## src/rtl/otsp_pkg.sv

```systemverilog
// shared constants and types for the over-temperature scan and protection block
package otsp_pkg;
   localparam int CLK_HZ = 50_000_000;
   localparam int SCAN_ON_MS = 5;
   localparam int SCAN_PERIOD_MS = 640;
   localparam int SETTLE_MS = 1;
   localparam int SCAN_ON_CYC = SCAN_ON_MS * (CLK_HZ / 1000);
   localparam int SCAN_PERIOD_CYC = SCAN_PERIOD_MS * (CLK_HZ / 1000);
   localparam int SETTLE_CYC = SETTLE_MS * (CLK_HZ / 1000);
   localparam int TEMP_DIVIDER = 13;
   // analog select code that routes the thermistor input
   localparam logic [3:0] AMUX_EXT_TEMP = 4'h9;
   // register byte addresses
   localparam logic [3:0] REG_CTRL = 4'h0;
   localparam logic [3:0] REG_STATUS = 4'h4;
   localparam logic [3:0] REG_MASK = 4'h8;
   localparam logic [3:0] REG_STATE = 4'hC;
   // control register fields
   localparam int CTRL_SCAN_OFF = 0;
   localparam int CTRL_FORCE = 1;
   localparam int CTRL_DIS_INT = 2;
   localparam int CTRL_DIS_EXT = 3;
   localparam int CTRL_CHG = 4;
   localparam int CTRL_DSG = 5;
   localparam int CTRL_SEL_LO = 8;
   localparam logic [31:0] CTRL_RESET = 32'h0000_0000;
   // sticky status bits
   localparam int ST_IOT = 0;
   localparam int ST_XOT = 1;
   localparam int ST_SHUT = 2;
   localparam int ST_WBLK = 3;
   localparam int ST_W = 4;
   typedef enum logic [1:0] {
      OTSP_OFF = 2'b00,
      OTSP_SETTLE = 2'b01,
      OTSP_VALID = 2'b10
   } otsp_sup_t;
endpackage : otsp_pkg

```

## src/rtl/otsp_sync_if.sv

```systemverilog
// carrier for synchronised pin levels between the top and its synchroniser
`timescale 1ns/1ps
interface otsp_sync_if;
   logic extBelow;
   logic intHot;
   modport src (output extBelow, output intHot);
   modport dst (input extBelow, input intHot);
endinterface : otsp_sync_if

```

## src/rtl/otsp_core.sv

```systemverilog
// thermistor scan, over-temperature protection and register slave
//
// How it works
// RULE_01 - default periodic scan powers thermistor 5 ms each 640 ms
// RULE_02 - every supply turn-on waits 1 ms settling before comparing
// RULE_03 - after settling, input below supply/13 means external fail
// RULE_04 - external-temp select keeps supply on, routes thermistor to analog output
// RULE_05 - manual select enables detection only 1 ms after supply turns on
// RULE_06 - scan-disable stops periodic scan; otherwise scan and manual coexist
// RULE_07 - force bit holds supply on continuously, overriding both scans
// RULE_08 - over-temperature turns both switches off and sets matching flag
// RULE_09 - switches stay off until temperature recovers
// RULE_10 - switch-control writes ignored during shutdown; monitoring stays available
// RULE_11 - internal response disable stops automatic shutdown on internal heat
// RULE_12 - external response disable stops automatic shutdown on external heat
// RULE_13 - microcontroller writes four-bit analog select field
// RULE_14 - any overcurrent or short-circuit flag also turns supply on
// RULE_15 - scan timing from free-running counter; comparator synchronised first
// RULE_16 - comparator sampled only when settled; last result held otherwise
//
// Chosen here: the Avalon-MM interface to the registers and the register addresses.
`timescale 1ns/1ps
module otsp_core
   import otsp_pkg::*;
#(
   parameter int PERIOD_CYC = SCAN_PERIOD_CYC, // scan period in cycles
   parameter int ON_CYC = SCAN_ON_CYC, // scan on-time in cycles
   parameter int SETTLE = SETTLE_CYC // settling delay in cycles
) (
   input wire logic core_clk, // 50 MHz clock
   input wire logic srst, // synchronous reset, active high
   input wire logic [3:0] avs_address, // byte address
   input wire logic avs_read, // read request
   input wire logic avs_write, // write request
   input wire logic [31:0] avs_writedata, // write data
   input wire logic [3:0] avs_byteenable, // byte lanes
   output logic [31:0] avs_readdata, // read data
   output logic avs_waitrequest, // stall
   input wire logic extBelowPin, // thermistor below reference, async
   input wire logic intHotPin, // internal over-temp, async
   input wire logic chargeOvercurrentFlag, // overcurrent flag
   input wire logic dischargeOvercurrentFlag, // overcurrent flag
   input wire logic shortCircuitFlag, // short-circuit flag
   output logic thermistorSupplyOut, // thermistor divider supply
   output logic thermistorToAnalog, // route thermistor input to analog output
   output logic [3:0] analogSelectField, // mux select to analog path
   output logic chargeSwitchCtrl, // charge switch drive
   output logic dischargeSwitchCtrl, // discharge switch drive
   output logic irq // level interrupt
);
   localparam int PW = $clog2(PERIOD_CYC + 1);
   localparam int SW = $clog2(SETTLE + 1);

   otsp_sync_if syncBus ();
   otsp_pin_sync uSync (
      .core_clk(core_clk),
      .srst(srst),
      .extBelowPin(extBelowPin),
      .intHotPin(intHotPin),
      .syncOut(syncBus)
   );

   logic [31:0] ctrl_q;
   logic [ST_W-1:0] status_q;
   logic [ST_W-1:0] mask_q;
   logic [PW-1:0] scanCnt_q;
   logic [SW-1:0] settleCnt_q;
   otsp_sup_t supSt_q;
   otsp_sup_t supSt_d;
   logic extFail_q;
   logic shutdown_q;
   logic ack_q;
   logic waitReq_q;
   logic [31:0] rdata_q;
   logic supply_q;
   logic route_q;
   logic chg_q;
   logic dsg_q;
   logic irq_q;

   // register decode
   // request taken while idle; a write lands only at the edge after the taking edge, ending the cycle with the stall low
   wire busReq = (avs_read | avs_write) & ~ack_q;
   wire busDone = avs_write & ack_q;
   wire selCtrl = (avs_address == REG_CTRL);
   wire selStat = (avs_address == REG_STATUS);
   wire selMask = (avs_address == REG_MASK);
   wire selState = (avs_address == REG_STATE);
   wire wrCtrl = busDone & selCtrl;
   wire wrStat = busDone & selStat;
   wire wrMask = busDone & selMask;
   wire [31:0] beMask = {{8{avs_byteenable[3]}}, {8{avs_byteenable[2]}},
                         {8{avs_byteenable[1]}}, {8{avs_byteenable[0]}}};

   wire scanOff = ctrl_q[CTRL_SCAN_OFF];
   wire forceOn = ctrl_q[CTRL_FORCE];
   wire disInt = ctrl_q[CTRL_DIS_INT];
   wire disExt = ctrl_q[CTRL_DIS_EXT];
   wire [3:0] sel = ctrl_q[CTRL_SEL_LO +: 4];
   wire manualSel = (sel == AMUX_EXT_TEMP); // RULE_04 RULE_13

   // free-running period counter keeps phase even while the scan is disabled
   wire periodEnd = (scanCnt_q == PW'(PERIOD_CYC - 1)); // RULE_15
   wire scanWin = ~scanOff & (scanCnt_q < PW'(ON_CYC)); // RULE_01 RULE_06
   wire wakeReq = chargeOvercurrentFlag | dischargeOvercurrentFlag | shortCircuitFlag; // RULE_14
   wire supplyWant = forceOn | manualSel | scanWin | wakeReq; // RULE_07 RULE_04 RULE_06
   wire settled = (settleCnt_q == SW'(SETTLE)); // RULE_02 RULE_05

   // qualified comparator sample; held while unpowered or settling
   wire sampleNow = (supSt_q == OTSP_VALID) & supplyWant; // RULE_16
   wire extFailNow = sampleNow ? syncBus.extBelow : extFail_q; // RULE_03
   wire intHot = syncBus.intHot;
   wire extTrip = extFailNow & ~disExt; // RULE_12
   wire intTrip = intHot & ~disInt; // RULE_11
   wire shutNow = extTrip | intTrip; // RULE_08 RULE_09

   // control write with switch bits frozen during shutdown
   wire [31:0] ctrlWr = (ctrl_q & ~beMask) | (avs_writedata & beMask);
   wire [31:0] swBits = (32'h1 << CTRL_CHG) | (32'h1 << CTRL_DSG);
   wire ctrlBlocked = wrCtrl & shutdown_q & (((ctrlWr ^ ctrl_q) & swBits) != 32'h0);
   wire [31:0] ctrlKeep = shutdown_q ? ((ctrlWr & ~swBits) | (ctrl_q & swBits)) : ctrlWr; // RULE_10
   wire [31:0] ctrlNext = shutNow ? (ctrlKeep & ~swBits) : ctrlKeep;
   wire [31:0] ctrlIdle = shutNow ? (ctrl_q & ~swBits) : ctrl_q; // RULE_08

   wire [ST_W-1:0] events = {ctrlBlocked, shutNow & ~shutdown_q, extTrip, intTrip};
   wire [ST_W-1:0] statClr = wrStat ? avs_writedata[ST_W-1:0] : {ST_W{1'b0}};

   wire [31:0] stateWord = {24'h0, 1'b0, intHot, extFail_q, shutdown_q,
                            supply_q, 1'b0, supSt_q};
   wire [31:0] statWord = {{(32-ST_W){1'b0}}, status_q};
   wire [31:0] maskWord = {{(32-ST_W){1'b0}}, mask_q};
   // unmapped addresses read as zero
   wire [31:0] rdMux = selCtrl ? ctrl_q :
                       selStat ? statWord :
                       selMask ? maskWord :
                       selState ? stateWord : 32'h0;

   // supply state: every rising supply restarts settling
   always_comb begin
      supSt_d = supSt_q;
      case (supSt_q)
         OTSP_OFF: begin
            if (supplyWant) supSt_d = OTSP_SETTLE;
         end
         OTSP_SETTLE: begin
            if (!supplyWant) supSt_d = OTSP_OFF;
            else if (settled) supSt_d = OTSP_VALID; // RULE_02
         end
         OTSP_VALID: begin
            if (!supplyWant) supSt_d = OTSP_OFF;
         end
         default: supSt_d = OTSP_OFF;
      endcase
   end

   always_ff @(posedge core_clk) begin
      if (srst) begin
         scanCnt_q <= '0;
      end else begin
         scanCnt_q <= periodEnd ? '0 : scanCnt_q + PW'(1); // RULE_15
      end
   end

   // settling count restarts on every supply turn-on
   wire [SW-1:0] settleCnt_d = (supSt_q == OTSP_SETTLE && !settled) ? settleCnt_q + SW'(1) : '0; // RULE_05
   wire [31:0] ctrl_d = wrCtrl ? ctrlNext : ctrlIdle;
   wire [ST_W-1:0] status_d = (status_q & ~statClr) | events; // RULE_08
   wire chg_d = ctrl_q[CTRL_CHG] & ~shutNow; // RULE_08
   wire dsg_d = ctrl_q[CTRL_DSG] & ~shutNow; // RULE_08
   wire irq_d = |(status_q & mask_q);

   always_ff @(posedge core_clk) begin
      if (srst) begin
         supSt_q <= OTSP_OFF;
      end else begin
         supSt_q <= supSt_d;
      end
   end

   always_ff @(posedge core_clk) begin
      if (srst) begin
         settleCnt_q <= '0;
      end else begin
         settleCnt_q <= settleCnt_d; // RULE_05
      end
   end

   always_ff @(posedge core_clk) begin
      if (srst) begin
         extFail_q <= 1'b0;
      end else begin
         extFail_q <= extFailNow; // RULE_16
      end
   end

   always_ff @(posedge core_clk) begin
      if (srst) begin
         ctrl_q <= CTRL_RESET;
      end else begin
         ctrl_q <= ctrl_d;
      end
   end

   // registered copy gates switch writes, so a write in the recovery cycle is still refused
   always_ff @(posedge core_clk) begin
      if (srst) begin
         shutdown_q <= 1'b0;
      end else begin
         shutdown_q <= shutNow; // RULE_09
      end
   end

   // sticky flags: a new event wins over a same-cycle clear
   always_ff @(posedge core_clk) begin
      if (srst) begin
         status_q <= '0;
      end else begin
         status_q <= status_d; // RULE_08
      end
   end

   always_ff @(posedge core_clk) begin
      if (srst) begin
         mask_q <= '0;
      end else if (wrMask) begin
         mask_q <= avs_writedata[ST_W-1:0];
      end
   end

   // one wait state: request taken, answered next cycle
   always_ff @(posedge core_clk) begin
      if (srst) begin
         ack_q <= 1'b0;
      end else begin
         ack_q <= busReq;
      end
   end

   // own flop keeps the stall output free of gates
   always_ff @(posedge core_clk) begin
      if (srst) begin
         waitReq_q <= 1'b1;
      end else begin
         waitReq_q <= ~busReq;
      end
   end

   // read data captured at the taking edge, shown while the stall is low
   always_ff @(posedge core_clk) begin
      if (srst) begin
         rdata_q <= 32'h0;
      end else if (busReq && avs_read) begin
         rdata_q <= rdMux;
      end
   end

   always_ff @(posedge core_clk) begin
      if (srst) begin
         supply_q <= 1'b0;
      end else begin
         supply_q <= supplyWant; // RULE_01 RULE_07 RULE_14
      end
   end

   always_ff @(posedge core_clk) begin
      if (srst) begin
         route_q <= 1'b0;
      end else begin
         route_q <= manualSel; // RULE_04
      end
   end

   always_ff @(posedge core_clk) begin
      if (srst) begin
         chg_q <= 1'b0;
      end else begin
         chg_q <= chg_d; // RULE_08
      end
   end

   always_ff @(posedge core_clk) begin
      if (srst) begin
         dsg_q <= 1'b0;
      end else begin
         dsg_q <= dsg_d; // RULE_08
      end
   end

   always_ff @(posedge core_clk) begin
      if (srst) begin
         irq_q <= 1'b0;
      end else begin
         irq_q <= irq_d;
      end
   end

   assign avs_readdata = rdata_q;
   assign avs_waitrequest = waitReq_q;
   assign thermistorSupplyOut = supply_q;
   assign thermistorToAnalog = route_q;
   assign analogSelectField = ctrl_q[CTRL_SEL_LO +: 4];
   assign chargeSwitchCtrl = chg_q;
   assign dischargeSwitchCtrl = dsg_q;
   assign irq = irq_q;
endmodule : otsp_core

```

## src/rtl/otsp_pin_sync.sv

```systemverilog
// three-stage synchroniser for asynchronous comparator pins
`timescale 1ns/1ps
module otsp_pin_sync (
   input wire logic core_clk, // system clock
   input wire logic srst, // synchronous reset
   input wire logic extBelowPin, // thermistor input below supply/13
   input wire logic intHotPin, // internal over-temp comparator
   otsp_sync_if.src syncOut // qualified levels
);
   logic [2:0] extSh_q;
   logic [2:0] intSh_q;
   logic ext_q;
   logic int_q;
   // stage 0 feeds stage 1 only; change accepted once stages 1 and 2 agree
   always_ff @(posedge core_clk) begin
      if (srst) begin
         extSh_q <= 3'h0;
         intSh_q <= 3'h0;
         ext_q <= 1'b0;
         int_q <= 1'b0;
      end else begin
         extSh_q <= {extSh_q[1:0], extBelowPin};
         intSh_q <= {intSh_q[1:0], intHotPin};
         if (extSh_q[1] == extSh_q[2]) ext_q <= extSh_q[2];
         if (intSh_q[1] == intSh_q[2]) int_q <= intSh_q[2];
      end
   end
   assign syncOut.extBelow = ext_q;
   assign syncOut.intHot = int_q;
endmodule : otsp_pin_sync

```

## config.mk

```make
export PLATFORM = sky130hd
export DESIGN_NAME = otsp_core
export DESIGN_NICKNAME = d
export VERILOG_FILES = /design/src/rtl/otsp_pkg.sv /design/src/rtl/otsp_sync_if.sv /design/src/rtl/otsp_core.sv /design/src/rtl/otsp_pin_sync.sv
export SDC_FILE = /design/constraint.sdc
export NUM_CORES = 1
export LEC_CHECK = 0
export CORE_MARGIN = 1.5
export CORE_UTILIZATION = 55
export CTS_BUF_LIST = sky130_fd_sc_hd__clkbuf_4
export DETAILED_ROUTE_END_ITERATION = 10
export DONT_BUFFER_PORTS = 1
export GPL_TIMING_DRIVEN = 0
export HOLD_SLACK_MARGIN = 0.06
export MAX_ROUTING_LAYER = met4
export PLACE_DENSITY = 0.82
export SLEW_MARGIN = 20
export SYNTH_ARGS = -nofsm -noshare
export SYNTH_HDL_FRONTEND = slang
export SYNTH_SLANG_ARGS = --single-unit
```

## constraint.sdc

```tcl
create_clock -name core_clk -period 1.9 [get_ports core_clk]
set_input_delay 0.38 -clock core_clk [delete_from_list [all_inputs] [get_ports core_clk]]
set_output_delay 0.38 -clock core_clk [all_outputs]
set_load 0.005 [all_outputs]
```

; ---- After elaboration in Yosys (flattened, before gate mapping)
; Index checks and enable logic that the tools add are counted.
[totals]
reg_bits = 132
input_bits = 49
[op_classes]
add_sub_neg = 2
n_lt_le_gt_ge = 1
n_eq_ne = 13
muxes = 15
n_bitwise = 39
reduce_logical = 11
[op_table]
columns = op, count
row1 = 32-bit two-way mux, 3
row2 = 32-bit bitwise AND, 2
row3 = 32-bit NOT, 1
row4 = 32-bit OR, 1
row5 = 32-bit by 6-bit OR with 32-bit output, 1
row6 = 32-bit nonzero test, 1
row7 = "25-bit by 1-bit adder with 25-bit output, second input constant", 1
row8 = "25-bit equality test, second input constant", 1
row9 = "25-bit by 18-bit less-than comparator with 1-bit output, second input constant", 1
row10 = 7-bit two-way mux, 3
row11 = "16-bit by 1-bit adder with 16-bit output, second input constant", 1
row12 = "16-bit equality test, second input constant", 1
row13 = 1-bit bitwise AND, 14
row14 = "4-bit equality test, second input constant", 3
row15 = 6-bit two-way mux, 2
row16 = 4-bit bitwise AND, 2
row17 = 2-bit two-way mux, 4
row18 = 1-bit NOT, 8
row19 = 1-bit OR, 7
row20 = 2-bit case mux with 3 select lines, 1
row21 = 6-bit bitwise XOR, 1
row22 = "4-bit by 3-bit equality test with 1-bit output, second input constant", 1
row23 = 4-bit logical NOT, 1
row24 = 4-bit two-way mux, 1
row25 = other kinds (15), 19

; ---- Longest topological paths before layout
[logic_depth]
depth_word = 10
ltp_mapped = 8

; ---- By module
; From an unflattened synthesis, not the netlist that was laid out.
[unflattened]
hier_cells = 593
area_unflattened_um2 = 5316.3
[by_module_without_submodules]
columns = mod, n_inst, cells_per_inst, area_per_inst_um2
row1 = otsp_core, 1, 573, 5088.6
row2 = otsp_pin_sync, 1, 20, 227.7

; ---- Worst setup path after synthesis
; OpenSTA, ideal clock, no wires.
[synth_path]
path_type = input -> register
start = input dischargeOvercurrentFlag
end = register status_q[1]
t_arrival_ns = 1.722
required_ns = 1.778
setup_slack_ns = 0.056
path_stages = 5
cell_sequence = or4_4 nor4b_4 a21o_4 nor2_1 a311o_1
[synth_between]
elab_chain_cells = 7
[synth_rtl]
columns = item, line
row1 = start: declaration, otsp_core.sv:42  ; input wire logic dischargeOvercurrentFlag,
row2 = 1-bit OR (2 in series), otsp_core.sv:105  ; wire wakeReq = chargeOvercurrentFlag | dischargeOvercurrentFlag | shortCircuitFlag;
row3 = 1-bit OR, otsp_core.sv:106  ; wire supplyWant = forceOn | manualSel | scanWin | wakeReq;
row4 = 1-bit bitwise AND, otsp_core.sv:110  ; wire sampleNow = (supSt_q == OTSP_VALID) & supplyWant;
row5 = 1-bit two-way mux, otsp_core.sv:111  ; wire extFailNow = sampleNow ? syncBus.extBelow : extFail_q;
row6 = 1-bit bitwise AND, otsp_core.sv:113  ; wire extTrip = extFailNow & ~disExt;
row7 = 4-bit OR, otsp_core.sv:167  ; wire [ST_W-1:0] status_d = (status_q & ~statClr) | events;
row8 = end signal: assignment, otsp_core.sv:218  ; status_q <= status_d;
row9 = end: declaration, otsp_core.sv:64  ; logic [ST_W-1:0] status_q;
; No other way between the ends.
; A chain may end at the register's enable or synchronous reset.

; ---- Final worst setup path
[layout_path]
start = register ctrl_q[1]
end = register dsg_q, in the netlist dischargeSwitchCtrl
[layout_between]
elab_chain_cells = 9
[layout_rtl]
columns = item, line
row1 = start: declaration, otsp_core.sv:63  ; logic [31:0] ctrl_q;
row2 = start signal: assignment, otsp_core.sv:200  ; ctrl_q <= ctrl_d;
row3 = 1-bit OR (3 in series), otsp_core.sv:106
row4 = 1-bit bitwise AND, otsp_core.sv:110
row5 = 1-bit two-way mux, otsp_core.sv:111
row6 = 1-bit bitwise AND, otsp_core.sv:113
row7 = 1-bit OR, otsp_core.sv:115  ; wire shutNow = extTrip | intTrip;
row8 = 1-bit NOT, otsp_core.sv:169  ; wire dsg_d = ctrl_q[CTRL_DSG] & ~shutNow;
row9 = 1-bit bitwise AND, otsp_core.sv:169
row10 = end signal: assignment, otsp_core.sv:285  ; dsg_q <= dsg_d;
row11 = end: declaration, otsp_core.sv:78  ; logic dsg_q;
; No other way between the ends.

==> impl_metrics.yaml <==
worst_setup_path:
  crit_arrival_ns: 2.28
  required_ns: 2.28
  crit_chain: "or4_4 > nor4b_4 > a211oi_2 > a211oi_4 > nor4b_2"
  start_kind: "flip-flop"
  crit_fanout: 5
  slowest_delay_ns: 0.46
  critPathKind: "reg2reg"
  worst-path-buf-inv: 0
  crit_slowest_cell: "or4_4"
  cp_top_family: "simple AND/OR/NAND/NOR gates"
  end_kind: "flip-flop"
timing:
  hold_viol: 0
  fin_crit_sh_pct: 99.8
  slew_headroom_pct: 60.5
  maxSlewViolCount: 0
  rsz0062_at_grt: "true"
  holdWs_ns: 0.109
  fmax_mhz: 527
  period_needed_ns: 1.90
  finalClockSkew_ns: 0.0198
  setup_tns_ns: 0
  setup_viol: 0
  finalWorstSetupSlack_ns: 0.00341
  max_slew.worst_pin.slew_ns: 0.592
drt:
  drc: 0
  drt_iter0_drc: 389
  via_per_inst: 5.85
  first_pass_iters: 7
  wirelength_mm: 13.3
  dr_total_vias: 4613
  wire_per_inst_um: 16.8
  antenna_left: 0
finish:
  layout_commonest_cell: "dfxtp_1"
  syn2layout_area_growth_pct: 19.3
  final_cell_mix: "dfxtp_1, nor2_1, nand2_1, nand3_1, a21oi_1"
  multi_input_area_um2: 2550
  nNetsFinal: 699
  seq_area_um2: 2650
  drive_above_1_share_pct: 12.9
  diodes: 0
  fill_cells: 670
clock_network:
  path_clk_slew_ns: 0.12
  cts_root_buffer: "clkbuf_4"
  cts_max_level: 4
  cts_buffer_depth: 2
  cts_buffers: 17
  cts_sinks: 132
  cts_tree: "yes"
  clk_latency_ns: 0.52
grt:
  antenna_found_initial: 0
  grt_pass1_wl_mm: 20.9
  grt_usage_pct: 27.0
  grt_overflow_total: 0
  grt_max_degree: 17
  first_global_vias: 4476
yosys:
  synth_edf_count: 0
  synth_area_um2: 5270
  yosys_most_used_dff: "dfxtp_1"
  ys_types: 54
  synth.net_count: 637
  syn_inst: 585
  async_reset_ff_share_pct: 0
  ys_seq_elements: 132
  seq_area_frac_synth_pct: 50.1
  syn_avg_cell_area_um2: 9.02
  yosys_warnings: 0
floorplanning:
  io_pins: 91
  core_area_um2: 9280
  die_w_um: 101
  fp-row-count: 35
  dieArea_um2: 10200
  die_y_um: 101
  start_util_pct: 56.8
placement:
  pre_cts_ws_ns: -0.249
  port_buffers: 0
  gp_routability_congestion: 0.926
  dp_hpwl_mm: 8.67
power:
  p_per_area_nw_per_um2: 795
  power.leakage_nw: 2.19
  ir_drop_uv: 520
  p_total_mw: 5.00
job:
  drv_cap: 0
min_path:
  hold_path_class: "in2reg"
run_status:
  status: "complete, no violations"
-- synthesized netlist by cell type, drive strengths merged (2+ instances only) --
cell type	instances	area (µm²)
a211oi	5	50.1
nor3	8	45.0
xor2	23	201
and3	2	12.5
nor2	93	349
and4	4	35.0
nand2	56	210
o21ai	4	20.0
mux4	3	71.3
dfxtp	132	2640
or4	2	18.8
buf	12	68.8
nor3b	3	22.5
a21oi	36	180
clkbuf	25	93.8
inv	10	37.5
and2	4	25.0
nand4	12	75.1
mux2i	7	70.1
nand3	44	220
nor4b	4	50.1
o31ai	2	15.0
a22o	3	26.3
nor4bb	2	20.0
a22oi	35	263
nor2b	8	50.1
nor4	9	56.3
nand2b	2	12.5
ha	3	37.5
xnor2	15	131
-- registers in the layout, indices dropped and copies added, names as in the netlist, 2 cells and up --
name and flops:
avs_readdata 32, ctrl_q 32, scanCnt_q 25, settleCnt_q 16, mask_q 4, status_q 4
uSync.extSh_q 3, uSync.intSh_q 3, supSt_q 2
-- timing repair --
item / in CTS / in global routing
resized for setup: 16 / 19
hold endpoints to repair: 40 / 0
pin swaps: 8 / 11
buffers inserted: 4 / 7
hold buffers: 35 / 0
endpoints found under the setup margin: 71 / 80
-- final cells by class --
type	instances	share of cell area (%)
repair buffers	46	6.94
flip-flops and latches	132	42.1
clock inverters	15	2.72
inverters	10	0.597
plain buffers	34	2.60
multi-input cells	406	40.5
clock buffers	17	2.03
well taps	129	2.57
-- metal layers --
layer	track usage, %	wire (µm)	up-vias
met3	7.56	957	53
met4	11.6	446	0
met2	45.9	6760	219
met1	29.7	5100	2170
li1	-	-	2171
met5	-	0	-
-- path summary, 6_finish.rpt --
check                                 startpoint             endpoint  slack [ns]  depth (start not counted)
worst max-delay path                   ctrl_q[1]  dischargeSwitchCtrl       0.003                          5
worst min-delay path            avs_writedata[5]            ctrl_q[5]        0.11                          2
worst max register to register         ctrl_q[1]  dischargeSwitchCtrl       0.003                          5
worst min register to register  uSync.extSh_q[0]     uSync.extSh_q[1]        0.44                          1
-- stage by stage --
stage	util, %	area, µm²	std cells
4_1_cts	66.7	6190	784
5_1_grt	67.8	6290	789
6_report	67.8	6290	789
3_3_place_gp	58.5	5440	714
3_5_place_dp	58.5	5440	714
2_1_floorplan	-	5270	585
-- power breakdown --
group          total [mW]  switching, mW  internal, mW  leakage (nW)
logic               0.234          0.134         0.100         0.961
registers            2.80         0.0165          2.79          1.07
clock network        1.96           1.14         0.822         0.161
-- kinds of logic after synthesis --
logic type	count (synthesis)	synth area share, %
AND/OR/NAND/NOR	260	24.1
buffers and inverters	47	3.80
multiplexers	11	2.89
flip-flops	132	50.1
AO/OA/AOI/OAI	94	12.1
adder cells (fa/ha/maj)	3	0.712
XOR/XNOR	38	6.31
Note: power is estimated with default switching activity, not from simulation.
